## config.mk

```make
export PLATFORM = sky130hd
export DESIGN_NAME = tpeic_top
export DESIGN_NICKNAME = d
export VERILOG_FILES = /design/src/hdl/tpeic_pkg.sv /design/src/hdl/tpeic_top.sv /design/src/hdl/tpeic_wake_cell.sv /design/src/hdl/tpeic_fetch.sv
export SDC_FILE = /design/constraint.sdc
export NUM_CORES = 1
export LEC_CHECK = 0
export BUFFER_PORTS_ARGS = -buffer_cell sky130_fd_sc_hd__buf_4
export CELL_PAD_IN_SITES_DETAIL_PLACEMENT = 1
export CELL_PAD_IN_SITES_GLOBAL_PLACEMENT = 1
export CORE_MARGIN = 5
export CORE_UTILIZATION = 36
export CTS_CLUSTER_DIAMETER = 100
export CTS_CLUSTER_SIZE = 12
export DETAILED_ROUTE_END_ITERATION = 7
export PLACE_DENSITY_LB_ADDON = 0.1
export SYNTH_ARGS = -nofsm -noshare
export SYNTH_HDL_FRONTEND = slang
export SYNTH_HIERARCHICAL = 1
export SYNTH_SLANG_ARGS = --single-unit
```

## constraint.sdc

```tcl
create_clock -name sys_clk_in -period 2.1 [get_ports sys_clk_in]
set_clock_uncertainty 0.2 [all_clocks]
set_input_delay 0.315 -clock sys_clk_in [delete_from_list [all_inputs] [get_ports sys_clk_in]]
set_output_delay 0.315 -clock sys_clk_in [all_outputs]
set_load 0.005 [all_outputs]
```

## src/hdl/tpeic_pkg.sv

```systemverilog
// Purpose: Shared constants and carriers of the trap and port edge
//          interrupt controller.
// Assumes: One 100 MHz clock, APB register access.
// Notes:   Offsets are byte addresses of aligned 32-bit words.
package tpeic_pkg;
    // Opcodes and vector bytes
    localparam logic [7:0] TPEIC_TRAP_OPCODE = 8'h00;
    localparam logic [7:0] TPEIC_VEC_TRAP = 8'hFE;
    localparam logic [7:0] TPEIC_VEC_PORT = 8'hE2;
    localparam logic [7:0] TPEIC_VEC_DEFAULT = 8'hE0;
    // Memory limits
    localparam logic [7:0] TPEIC_STACK_LIMIT = 8'h6F;
    localparam logic [14:0] TPEIC_PC_OVERPOP = 15'h7FFF;
    localparam logic [14:0] TPEIC_FLASH_LAST = 15'h1FFF;
    // Register offsets
    localparam logic [7:0] TPEIC_REG_WAKE_EN = 8'h00;
    localparam logic [7:0] TPEIC_REG_WAKE_EDGE = 8'h04;
    localparam logic [7:0] TPEIC_REG_WAKE_PEND = 8'h08;
    localparam logic [7:0] TPEIC_REG_CTRL = 8'h0C;
    localparam logic [7:0] TPEIC_REG_STATUS = 8'h10;
    // Field positions
    localparam int TPEIC_CTRL_GIE_BIT = 0;
    localparam int TPEIC_CTRL_PGE_BIT = 1;
    localparam int TPEIC_STAT_BOOT_BIT = 0;
    localparam int TPEIC_STAT_SERV_BIT = 1;
    localparam int TPEIC_STAT_REQ_BIT = 2;
    // Reset values
    localparam logic [7:0] TPEIC_RST_WAKE_EN = 8'h00;
    localparam logic [7:0] TPEIC_RST_WAKE_EDGE = 8'h00;
    localparam logic TPEIC_RST_GIE = 1'b0;
    localparam logic TPEIC_RST_PGE = 1'b0;

    typedef struct packed {
        logic fetch_valid;
        logic [14:0] fetch_addr;
        logic [7:0] fetch_data;
        logic pop_valid;
        logic [7:0] pop_sp;
        logic clear_pending_instr;
        logic vector_select_instr;
        logic irq_taken;
        logic return_from_irq_instr;
        logic boot_rom;
        logic halt_idle;
    } tpeic_core_in_type;

    typedef struct packed {
        logic instr_valid;
        logic [7:0] instr;
        logic trap_ack;
        logic [14:0] trap_ret_addr;
        logic pc_force_valid;
        logic [14:0] pc_force;
        logic irq_req;
        logic vec_valid;
        logic [7:0] vec_low;
        logic wake;
        logic wake_isr;
    } tpeic_core_out_type;
endpackage

```

## src/hdl/tpeic_top.sv

```systemverilog
// Purpose: Trap and port edge interrupt controller with APB registers.
// Assumes: Core strobes are one-cycle pulses synchronous to sys_clk_in.
// Notes:   Trap pending state is internal and has no register.
`timescale 1ns/1ps
`default_nettype none
module tpeic_top
    import tpeic_pkg::*;
(
    // Clock and reset
    input wire logic sys_clk_in,
    input wire logic rstn_in,
    // APB slave
    input wire logic psel_in,
    input wire logic penable_in,
    input wire logic pwrite_in,
    input wire logic [7:0] paddr_in,
    input wire logic [31:0] pwdata_in,
    output logic pready_out,
    output logic [31:0] prdata_out,
    output logic pslverr_out,
    // Core sequencer
    input wire tpeic_core_in_type core_in,
    output var tpeic_core_out_type core_out,
    // Port pins
    input wire logic [7:0] port_pin_in
);
    typedef struct packed {
        logic pready;
        logic [31:0] prdata;
        logic pslverr;
        logic trap_pending_flag;
        logic global_irq_enable;
        logic port_group_irq_enable;
        logic [7:0] wake_enable_reg;
        logic [7:0] wake_edge_select_reg;
        logic in_service;
        logic irq_req;
        logic vec_valid;
        logic [7:0] vec_low;
        logic wake;
        logic wake_isr;
        logic woke;
    } tpeic_state_type;

    tpeic_state_type st;
    tpeic_state_type next_st;
    logic [7:0] wake_pending_reg;
    logic [7:0] pend_clear;
    logic f_instr_valid;
    logic [7:0] f_instr;
    logic f_trap;
    logic [14:0] f_trap_addr;
    logic f_pc_force;
    logic wr_go;
    logic port_req;
    logic mask_ok;

    tpeic_fetch u_fetch (
        .sys_clk_in(sys_clk_in),
        .rstn_in(rstn_in),
        .core_in(core_in),
        .instr_valid_out(f_instr_valid),
        .instr_out(f_instr),
        .trap_out(f_trap),
        .trap_addr_out(f_trap_addr),
        .pc_force_valid_out(f_pc_force)
    );

    for (genvar i = 0; i < 8; i++) begin : g_pin
        tpeic_wake_cell u_cell (
            .sys_clk_in(sys_clk_in),
            .rstn_in(rstn_in),
            .pin_in(port_pin_in[i]),
            .edge_sel_in(st.wake_edge_select_reg[i]),
            .clear_in(pend_clear[i]),
            .pending_out(wake_pending_reg[i])
        );
    end

    always_comb begin
        next_st = st;
        wr_go = psel_in && penable_in && st.pready && pwrite_in;
        pend_clear = '0;
        port_req = |(wake_pending_reg & st.wake_enable_reg);
        // APB, zero wait, answer in access phase
        next_st.pready = psel_in && !penable_in;
        next_st.pslverr = 1'b0;
        next_st.prdata = '0;
        if (psel_in && !penable_in) begin
            unique case (paddr_in)
                TPEIC_REG_WAKE_EN: begin
                    next_st.prdata[7:0] = st.wake_enable_reg;
                end
                TPEIC_REG_WAKE_EDGE: begin
                    next_st.prdata[7:0] = st.wake_edge_select_reg;
                end
                TPEIC_REG_WAKE_PEND: begin
                    next_st.prdata[7:0] = wake_pending_reg;
                end
                TPEIC_REG_CTRL: begin
                    next_st.prdata[TPEIC_CTRL_GIE_BIT] =
                        st.global_irq_enable;
                    next_st.prdata[TPEIC_CTRL_PGE_BIT] =
                        st.port_group_irq_enable;
                end
                TPEIC_REG_STATUS: begin
                    // Trap pending deliberately not visible
                    next_st.prdata[TPEIC_STAT_BOOT_BIT] =
                        core_in.boot_rom;
                    next_st.prdata[TPEIC_STAT_SERV_BIT] = st.in_service;
                    next_st.prdata[TPEIC_STAT_REQ_BIT] = port_req;
                end
                default: begin
                    next_st.pslverr = 1'b1;
                end
            endcase
        end
        if (wr_go) begin
            unique case (paddr_in)
                TPEIC_REG_WAKE_EN: begin
                    next_st.wake_enable_reg = pwdata_in[7:0];
                end
                TPEIC_REG_WAKE_EDGE: begin
                    next_st.wake_edge_select_reg = pwdata_in[7:0];
                end
                TPEIC_REG_WAKE_PEND: begin
                    pend_clear = pwdata_in[7:0];
                end
                TPEIC_REG_CTRL: begin
                    next_st.global_irq_enable =
                        pwdata_in[TPEIC_CTRL_GIE_BIT];
                    next_st.port_group_irq_enable =
                        pwdata_in[TPEIC_CTRL_PGE_BIT];
                end
                default: begin
                end
            endcase
        end
        // Maskable service bookkeeping
        if (core_in.irq_taken) begin
            next_st.in_service = 1'b1;
            next_st.global_irq_enable = 1'b0;
        end
        if (core_in.return_from_irq_instr) begin
            next_st.in_service = 1'b0;
            next_st.global_irq_enable = 1'b1;
        end
        // Trap pending: set wins over clear; enable left alone
        if (core_in.clear_pending_instr) begin
            next_st.trap_pending_flag = 1'b0;
        end
        if (f_trap) begin
            next_st.trap_pending_flag = 1'b1;
        end
        mask_ok = st.global_irq_enable && st.port_group_irq_enable &&
                  port_req;
        next_st.irq_req = mask_ok && !st.trap_pending_flag &&
                          !core_in.boot_rom &&
                          !st.in_service;
        // Arbitration result on vector select
        next_st.vec_valid = core_in.vector_select_instr;
        if (core_in.vector_select_instr) begin
            if (st.trap_pending_flag) begin
                next_st.vec_low = TPEIC_VEC_TRAP;
            end else if (st.port_group_irq_enable && port_req) begin
                next_st.vec_low = TPEIC_VEC_PORT;
            end else begin
                next_st.vec_low = TPEIC_VEC_DEFAULT;
            end
        end
        // Wake from halt or idle, once per stay
        next_st.wake = core_in.halt_idle && port_req && !st.woke;
        next_st.wake_isr = core_in.halt_idle && port_req && !st.woke &&
                           mask_ok;
        next_st.woke = core_in.halt_idle && (st.woke || port_req);
    end

    always_ff @(posedge sys_clk_in or negedge rstn_in) begin
        if (!rstn_in) begin
            st <= '0;
            st.global_irq_enable <= TPEIC_RST_GIE;
            st.port_group_irq_enable <= TPEIC_RST_PGE;
            st.wake_enable_reg <= TPEIC_RST_WAKE_EN;
            st.wake_edge_select_reg <= TPEIC_RST_WAKE_EDGE;
        end else begin
            st <= next_st;
        end
    end

    assign pready_out = st.pready;
    assign prdata_out = st.prdata;
    assign pslverr_out = st.pslverr;
    always_comb begin
        core_out.instr_valid = f_instr_valid;
        core_out.instr = f_instr;
        core_out.trap_ack = f_trap;
        core_out.trap_ret_addr = f_trap_addr;
        core_out.pc_force_valid = f_pc_force;
        core_out.pc_force = TPEIC_PC_OVERPOP;
        core_out.irq_req = st.irq_req;
        core_out.vec_valid = st.vec_valid;
        core_out.vec_low = st.vec_low;
        core_out.wake = st.wake;
        core_out.wake_isr = st.wake_isr;
    end
endmodule
`default_nettype wire

```

## src/hdl/tpeic_wake_cell.sv

```systemverilog
// Purpose: One port pin edge detector with pending latch.
// Assumes: Pin level synchronous to the clock.
// Notes:   Edge select low picks rising, high picks falling.
`timescale 1ns/1ps
`default_nettype none
module tpeic_wake_cell
    import tpeic_pkg::*;
(
    // Clock and reset
    input wire logic sys_clk_in,
    input wire logic rstn_in,
    // Pin and control
    input wire logic pin_in,
    input wire logic edge_sel_in,
    input wire logic clear_in,
    // Status
    output logic pending_out
);
    typedef struct packed {
        logic primed;
        logic prev;
        logic pend;
    } tpeic_cell_type;

    tpeic_cell_type st;
    tpeic_cell_type next_st;
    logic hit;

    always_comb begin
        next_st = st;
        hit = st.primed && (edge_sel_in ? (st.prev && !pin_in)
                                        : (!st.prev && pin_in));
        next_st.primed = 1'b1;
        next_st.prev = pin_in;
        // Set wins; a repeat while pending is simply absorbed
        next_st.pend = (st.pend && !clear_in) || hit;
    end

    always_ff @(posedge sys_clk_in or negedge rstn_in) begin
        if (!rstn_in) begin
            st <= '0;
        end else begin
            st <= next_st;
        end
    end

    assign pending_out = st.pend;
endmodule
`default_nettype wire

```

## src/hdl/tpeic_fetch.sv

```systemverilog
// Purpose: Fetch filter, trap detect and stack overpop guard.
// Assumes: Core presents fetch data and pops as one-cycle strobes.
// Notes:   Outputs are registered, one cycle after the strobe.
`timescale 1ns/1ps
`default_nettype none
module tpeic_fetch
    import tpeic_pkg::*;
(
    // Clock and reset
    input wire logic sys_clk_in,
    input wire logic rstn_in,
    // Core side
    input wire tpeic_core_in_type core_in,
    // Results
    output logic instr_valid_out,
    output logic [7:0] instr_out,
    output logic trap_out,
    output logic [14:0] trap_addr_out,
    output logic pc_force_valid_out
);
    typedef struct packed {
        logic instr_valid;
        logic [7:0] instr;
        logic trap;
        logic [14:0] addr;
        logic pc_force_valid;
    } tpeic_fetch_type;

    tpeic_fetch_type st;
    tpeic_fetch_type next_st;
    logic [7:0] byte_seen;

    always_comb begin
        next_st = st;
        byte_seen = core_in.fetch_data;
        if (core_in.fetch_addr > TPEIC_FLASH_LAST) begin
            byte_seen = TPEIC_TRAP_OPCODE;
        end
        if (core_in.fetch_addr == TPEIC_PC_OVERPOP) begin
            byte_seen = TPEIC_TRAP_OPCODE;
        end
        next_st.instr_valid = core_in.fetch_valid;
        next_st.trap = core_in.fetch_valid &&
                       (byte_seen == TPEIC_TRAP_OPCODE);
        if (core_in.fetch_valid) begin
            next_st.instr = byte_seen;
            next_st.addr = core_in.fetch_addr;
        end
        next_st.pc_force_valid = core_in.pop_valid &&
                                 (core_in.pop_sp > TPEIC_STACK_LIMIT);
    end

    always_ff @(posedge sys_clk_in or negedge rstn_in) begin
        if (!rstn_in) begin
            st <= '0;
        end else begin
            st <= next_st;
        end
    end

    assign instr_valid_out = st.instr_valid;
    assign instr_out = st.instr;
    assign trap_out = st.trap;
    assign trap_addr_out = st.addr;
    assign pc_force_valid_out = st.pc_force_valid;
endmodule
`default_nettype wire

```

After elaboration in Yosys (flattened, before gate mapping)
Index checks and enable logic that the tools add are counted.
{"block": "totals", "reg_bits": 86, "inputBits": 92, "elab_cells": 172, "output_inout_bits": 87}
{"block": "classes", "order_cmp": 2, "n_eq_ne": 5, "n_bitwise": 1, "mux": 29, "reduce_logical": 98}
{"cell": "1-bit logical AND", "count": 48}
{"cell": "8-bit 2-to-1 mux", "count": 6}
{"cell": "1-bit logical NOT", "count": 29}
{"cell": "18-bit 2-to-1 mux", "count": 1}
{"cell": "8-bit by 4-bit == test with 1-bit output (second input constant)", "count": 2}
{"cell": "8-bit logical NOT", "count": 2}
{"cell": "15-bit == test (second input constant)", "count": 1}
{"cell": "15-bit by 13-bit > comparator with 1-bit output (second input constant)", "count": 1}
{"cell": "1-bit 2-to-1 mux", "count": 15}
{"cell": "5-bit case mux with 3 select lines", "count": 1}
{"cell": "2-bit case mux with 5 select lines", "count": 1}
{"cell": "1-bit logical OR", "count": 9}
{"cell": "9-bit 2-to-1 mux", "count": 1}
{"cell": "8-bit AND", "count": 1}
{"cell": "8-bit by 3-bit == test with 1-bit output (second input constant)", "count": 1}
{"cell": "8-bit by 5-bit == test with 1-bit output (second input constant)", "count": 1}
{"cell": "8-bit by 7-bit > comparator with 1-bit output (second input constant)", "count": 1}
{"cell": "2-bit AND reduction", "count": 4}
{"cell": "8-bit OR reduction", "count": 1}
{"cell": "3-bit nonzero test", "count": 2}
{"cell": "5-bit 2-to-1 mux", "count": 1}
{"cell": "5-bit OR reduction", "count": 1}
{"cell": "2-bit 2-to-1 mux", "count": 2}
{"cell": "1-bit case mux with 4 select lines", "count": 1}
{"cell": "2-bit nonzero test", "count": 2}

Logic depth before layout (Yosys ltp)
Gate-level depths: netlist of run 1.
{"block": "depth", "word_depth": 7, "mapped_depth": 6, "mapped_depth_nobuf": 6}

Modules after synthesis
The synthesis of run 1 kept the hierarchy.
{"module": "tpeic_top", "cells_each": 209, "instances": 1, "area_each_um2": 2213.4, "seq_area_each_um2": 950.9}
{"module": "tpeic_fetch", "cells_each": 75, "instances": 1, "area_each_um2": 999.7, "seq_area_each_um2": 650.6}
{"module": "tpeic_wake_cell", "cells_each": 8, "instances": 8, "area_each_um2": 110.1, "seq_area_each_um2": 75.1}

Least setup slack after synthesis of run 1
Ideal clock, no wire load.
{"block": "synth_timing", "path_type": "input to register", "start": "input port paddr_in[7]", "end": "register g_pin[3].u_cell.st (netlist bit g_pin[3].u_cell/pending_out)", "setup_time_ps": 125, "arrival_time_ps": 1583, "setup_slack_ps": 192, "path_stages": 6, "required_ps": 1775, "path_buffers": 0, "path_cell_list": "or4_4 nor3_4 and3_2 and2_1 nand2b_1 nand3_1"}
{"element": "start, declared", "line": "tpeic_top.sv:16", "source": "input wire logic [7:0] paddr_in,"}
{"element": "end signal, assigned", "line": "tpeic_wake_cell.sv:43", "source": "st <= next_st;"}
{"element": "end, declared", "line": "tpeic_wake_cell.sv:25", "source": "tpeic_cell_type st;"}

==> flow_summary_export.csv, run 1 <==
group,metric,value,unit
outcome,outcome,"finished, final reports clean",
timing,drv_slew,0,
power,intPower,3049,µW
setup_path,crit_path_end_kind,"flop",
timing,setup_viol,0,
power,p_seq_frac,0.458,
global_route,grt.met1_usage,0.1729,
timing,hold_violations,0,
clocking,clk_pin_slew_worst_paths,0.07,ns
clocking,cts_buffer_depth,2,
global_route,grt_antenna_before_repair,0,
timing,rsz0062_at_grt,"no",
die,die_w,116.6,µm
finish,nFillCells,1229,
finish,instances_no_fill,616,
timing,fmax,524.5,MHz
global_route,grt_pass1_vias,3097,
power,vdd.ir_drop.worst,0.0003949,V
setup_path,required,2.12,ns
finish,drive_gt1_frac,0.3679,
clocking,ctsRootBufferMaster,"clkbuf_16",
timing,setup_slack,0.1933,ns
power,power.leakage,0.002592,µW
synth,synthArstFlopShare,1.000,
global_route,grt-busiest-layer,"met2",
clocking,cts_tree,"yes",
routing,first_pass_iters,4,
power,pwr-share-comb,0.106,
die,die_y,116.6,µm
setup_path,critPathKind,"in -> reg",
synth,syn_inst,348,
die,start_util,0.3632,
die,coreArea,11270,µm²
place,hpwl,6898,µm
setup_path,crit_fanout,8,
setup_path,cp-start-kind,"primary input",
routing,wl_per_cell,15.39,µm
global_route,met3_usage,0.05181,
clocking,cts_buffers,9,
finish,area_delta_synth_final,30.65,%
routing,dr.first_iter.drc_count,62,
synth,syn_area,4094,µm²
routing,dr_total_vias,2815,
place,gp_congestion,0.7007,
finish,utilization,0.4745,
routing,drtAntennaViolNets,0,
routing,drc_errors,0,
power,powerDensity,738.3,nW/µm²
finish,nNetsFinal,560,
place,dp_cells,576,
timing,period_share,0.9080,
place,pre_cts_ws,-0.1365,ns
die,io_pins,179,
global_route,grt_overflow_total,0,
timing,fin_crit,1.907,ns
synth,yosysTopAreaCell,"dfrtp_1",
clocking,h-tree-depth,3,
timing,setup_tns,0,ns
clocking,clock_latency,0.33,ns
finish,multi_input_area,1496,µm²
die,fp-row-count,39,
setup_path,cp_data_arrival_time,1.93,ns
global_route,use_met2,0.2468,
place,port_buffers,110,
power,p_sw,900.5,µW
clocking,cts_setup_buffers,0,
synth,synth-seq-area-share,0.5379,
synth,synth-edff-count,0,
synth,netlist_top_cells_area,"dfrtp_1 (54%), buf_4 (11%), mux2_2 (9.1%)",
synth,ys_ff_latch,88,
run,maxCapViolCount,0,
finish,seq_area,2202,µm²
clocking,cts.sinks,88,
routing,routed_wl,9479,µm
synth,synth_flop_cell,"dfrtp_1",
synth,yosysUniqueCellTypes,41,
global_route,grt_start_max_net_pins,42,
hold_path,hold_class,"in -> reg",
synth,synth_top_area_frac,0.5379,
power,switching_share,0.2280,
global_route,grt_pass1_wl,15300,µm
global_route,track_usage,0.1460,
synth,syn_avg_cell_area,11.76,µm²
power,p_clk_frac,0.436,
synth,yosysWarnings,6,
finish,diodes,0,
routing,avgViaCountPerCell,4.570,
die,dieArea,13600,µm²
## logic make-up after synthesis
family          after synthesis  synth area share
compound gates               32           0.04707
buf+inv                      77            0.1314
flops                        88            0.5379
mux                          44            0.1177
other cells                  10          0.009170
simple gates                 97            0.1568
## metal layers
metal	vias to the layer above	share of wire	routed length, µm
met5	-	0	0
li1	1324	-	-
met1	1380	0.40	3809
met4	0	0.011	109
met3	8	0.091	860
met2	103	0.50	4700
## sequential cells by signal (all words and copies together), names as in the netlist
name                        flops
pslverr_out                     1
u_fetch/instr_out               8
prdata_out                      8
g_pin.u_cell/st                16
u_fetch/instr_valid_out         1
core_out                        7
pready_out                      1
st                             21
u_fetch/trap_out                1
u_fetch/trap_addr_out          15
u_fetch/pc_force_valid_out      1
g_pin.u_cell/pending_out        8
## timing repair
action,CTS,global route
resized for setup,0,0
endpoints found under the hold margin,49,0
hold buffers,24,0
## worst max-delay path, cell delays in order
cell	delay (ns)
dlygate4sd3_1	0.53
buf_4	0.11
and4_1	0.31
and3_2	0.34
and2_1	0.15
nand2b_1	0.11
nand3_1	0.07
## layout by cell type (no fill, tap or decap), drive strengths merged, types with 3 or more instances in the layout
master	count
inv	9
clkbuf	9
a21oi	10
buf	115
mux2	33
nor2	18
nand2	5
a22oi	4
and2	8
o21a	3
dlygate4sd3	24
nor2b	4
mux2i	11
nand4b	9
o21ai	9
nand2b	10
nand4bb	8
nor4	3
dfrtp	88
or2	3
nand3	19
conb	48
clkinvlp	3
## synth_stat cells, types with 9 or more instances
cell type	instances
inv_1	9
a21oi_1	10
dfrtp_1	88
nand3_1	18
mux2i_1	11
o21ai_0	9
mux2_2	33
buf_4	62
nor2_1	17
nand2b_1	10
conb_1	10
## area by class of cell
type	count	area share
multi-input combinational	221	0.2798
timing repair buffer	139	0.2087
clock buffer	9	0.04211
clock inverter	7	0.01801
sequential	88	0.4117
inverter	9	0.006316
tap	143	0.03345
## power by group through the flow
stage | clock, µW | sequential [µW] | combinational [µW]
finish | 1720 | 1810 | 420
global route | 1850 | 1820 | 473
CTS | 1780 | 1810 | 426
detailed placement | 0 | 1840 | 388
global placement | 0 | 1840 | 380
floorplan | 0 | 1840 | 203
## path summary, 6_finish.rpt
kind                       cells past startpoint              from  slack (ns)                     endpoint
max reg2reg                                    5        pready_out        0.46  g_pin[1].u_cell/pending_out
min                                            3       core_in[16]        0.01         u_fetch/instr_out[1]
max in group asynchronous                      3           rstn_in        0.86                   pready_out
max                                            7        penable_in        0.19  g_pin[1].u_cell/pending_out
min in group asynchronous                      2           rstn_in        0.24        g_pin[5].u_cell/st[2]
min reg2reg                                    1  u_fetch/trap_out        0.26                       st[32]
## per-stage QoR
stage               power [µW]  hold slack (ns)  cell area, µm²
detailed placement        2229          0.06784            4787
CTS                       4014        0.0007509            5349
global route              4143         0.007199            5349
finish                    3949          0.01195            5349
global placement          2215          0.06631            4787
floorplan                 2039          -0.1806            4237
Note: power is estimated with default switching activity, not from simulation.
==> run 2, diff against run 1 <==
==> constraint.sdc (replaced) <==
create_clock -name sys_clk_in -period 2.1 [get_ports sys_clk_in]
set_clock_uncertainty 0.2 [all_clocks]
set_input_delay 0.105 -clock sys_clk_in [delete_from_list [all_inputs] [get_ports sys_clk_in]]
set_output_delay 0.105 -clock sys_clk_in [all_outputs]
set_load 0.005 [all_outputs]
==> run 2 against run 1 <==
Net effect: via count increased by 4.2%; clock-buffer cell count unchanged; global-route usage barely moved; critical endpoint is now st[24].
==> flow_summary_export.csv, run 2 (synthesis gave the netlist of run 1 again) <==
group,metric,value,unit
outcome,outcome,"finished, final reports clean",
die,die_y,116.6,µm
clocking,cts_tree,"yes",
timing,setup_tns,0,ns
clocking,cts.sinks,88,
timing,fmax,533.9,MHz
power,p_total,4042,µW
place,port_buffers,110,
timing,rsz0062_at_grt,"no",
routing,drc_errors,0,
routing,wl_per_cell,14.89,µm
finish,final_cell_area,5747,µm²
setup_path,rrSetupSlack,0.45,ns
clocking,clk_pin_slew_worst_paths,0.07,ns
clocking,h-tree-depth,3,
run,maxCapViolCount,0,
hold_path,hold_class,"in -> reg",
clocking,cts_buffer_depth,2,
routing,met2_length,4900,µm
die,dieArea,13600,µm²
place,postPlaceCellArea,4772,µm²
hold_path,hp-start,"psel_in",
setup_path,required,2.12,ns
routing,topRoutingLayerUsed,"met4",
hold_path,hold_end,"pslverr_out",
finish,drive_gt1_frac,0.3412,
finish,top_register,"st",
routing,first_pass_iters,4,
setup_path,cp_data_arrival_time,1.90,ns
die,io_pins,179,
finish,final_cell_mix,"buf_4 (112), dfrtp_1 (88), dlygate4sd3_1 (62)",
routing,routed_wl,9722,µm
hold_path,min_path_cells,3,
routing,drtAntennaViolNets,0,
clocking,clock_latency,0.34,ns
routing,wl_met1,3932,µm
power,power.leakage,0.002754,µW
global_route,grt_antenna_before_repair,0,
finish,diodes,0,
die,start_util,0.3632,
finish,nNetsFinal,597,
power,powerDensity,703.4,nW/µm²
routing,dr_total_vias,2934,
die,fp-row-count,39,
routing,wl_met3,835,µm
power,vdd.ir_drop.worst,0.0003513,V
setup_path,crit_fanout,8,
die,die_w,116.6,µm
finish,area_delta_synth_final,40.37,%
finish,utilization,0.5098,
timing,fin_crit,1.873,ns
global_route,track_usage,0.1459,
setup_path,cp-start-kind,"primary input",
global_route,grt_pass1_wl,15660,µm
routing,avgViaCountPerCell,4.493,
setup_path,rr_startpoint,"pready_out",
global_route,grt_overflow_total,0,
finish,final_common_cell,"buf_4",
clocking,cts_buffers,9,
setup_path,timing.rr.end,"st[30]",
clocking,cts_setup_buffers,0,
clocking,ctsRootBufferMaster,"clkbuf_16",
routing,dr.first_iter.drc_count,59,
timing,period_share,0.8918,
global_route,grt_pass1_vias,3201,
timing,setup_viol,0,
timing,drv_slew,0,
place,hpwl,6727,µm
finish,largest_reg_flops,21,
timing,hold_violations,0,
global_route,grt_start_max_net_pins,36,
setup_path,crit_path_end_kind,"flop",
place,gp_congestion,0.6880,
setup_path,critPathKind,"in -> reg",
setup_path,reg2regPathDepth,3,
die,coreArea,11270,µm²
[run 2: power by group]
group | internal [µW] | switching, µW
clock network | 1060 | 702
logic | 282 | 193
registers | 1770 | 41.2
total | 3110 | 936
[run 2: per-layer routing]
metal	up-vias	global-route usage
met3	5	0.05492
met1	1432	0.1783
met2	95	0.2460
met5	-	0
li1	1402	-
met4	0	0.03440
[run 2: through the flow]
step                hold WS, ns  instances  setup WS, ns
global route            0.01903        653        0.1476
finish                  0.01138        653        0.2271
global placement        -0.1184        574       0.09828
CTS                    0.003028        653      0.003894
detailed placement      -0.1180        574        0.1026
floorplan               -0.3906        386        0.4022
[run 2: timing repair]
item | in CTS | in global routing
hold buffers | 63 | 0
setup endpoints to repair | 0 | 17
gates resized for setup | 0 | 4
endpoints found under the hold margin | 161 | 0
[run 2: final cells by class]
class | instances | area (µm²)
tap | 143 | 178.9
fill | 1201 | 5525
clock buffer | 9 | 225.2
inverter | 9 | 33.78
clock inverter | 7 | 102.6
multi-input combinational | 221 | 1510
sequential | 88 | 2202
timing repair buffer | 176 | 1494
[run 2: worst max-delay path, cell delays in order]
cell	delay, ns
dlymetal6s4s_1	0.23
buf_4	0.12
or4_4	0.51
nor3_4	0.29
nand3_2	0.28
mux2_2	0.34
[run 2: worst max path at each step]
| stage | startpoint | to | slack [ns] |
|---|---|---|---|
| after global placement | paddr_in[7] | g_pin[1].u_cell/pending_out | 0.1 |
| final | paddr_in[0] | st[24] | 0.23 |
| after detailed placement | paddr_in[7] | g_pin[3].u_cell/pending_out | 0.10 |
| after CTS | paddr_in[0] | g_pin[5].u_cell/pending_out | 0.004 |
| after global routing | paddr_in[0] | st[22] | 0.15 |
| after floorplan | paddr_in[7] | g_pin[3].u_cell/pending_out | 0.40 |
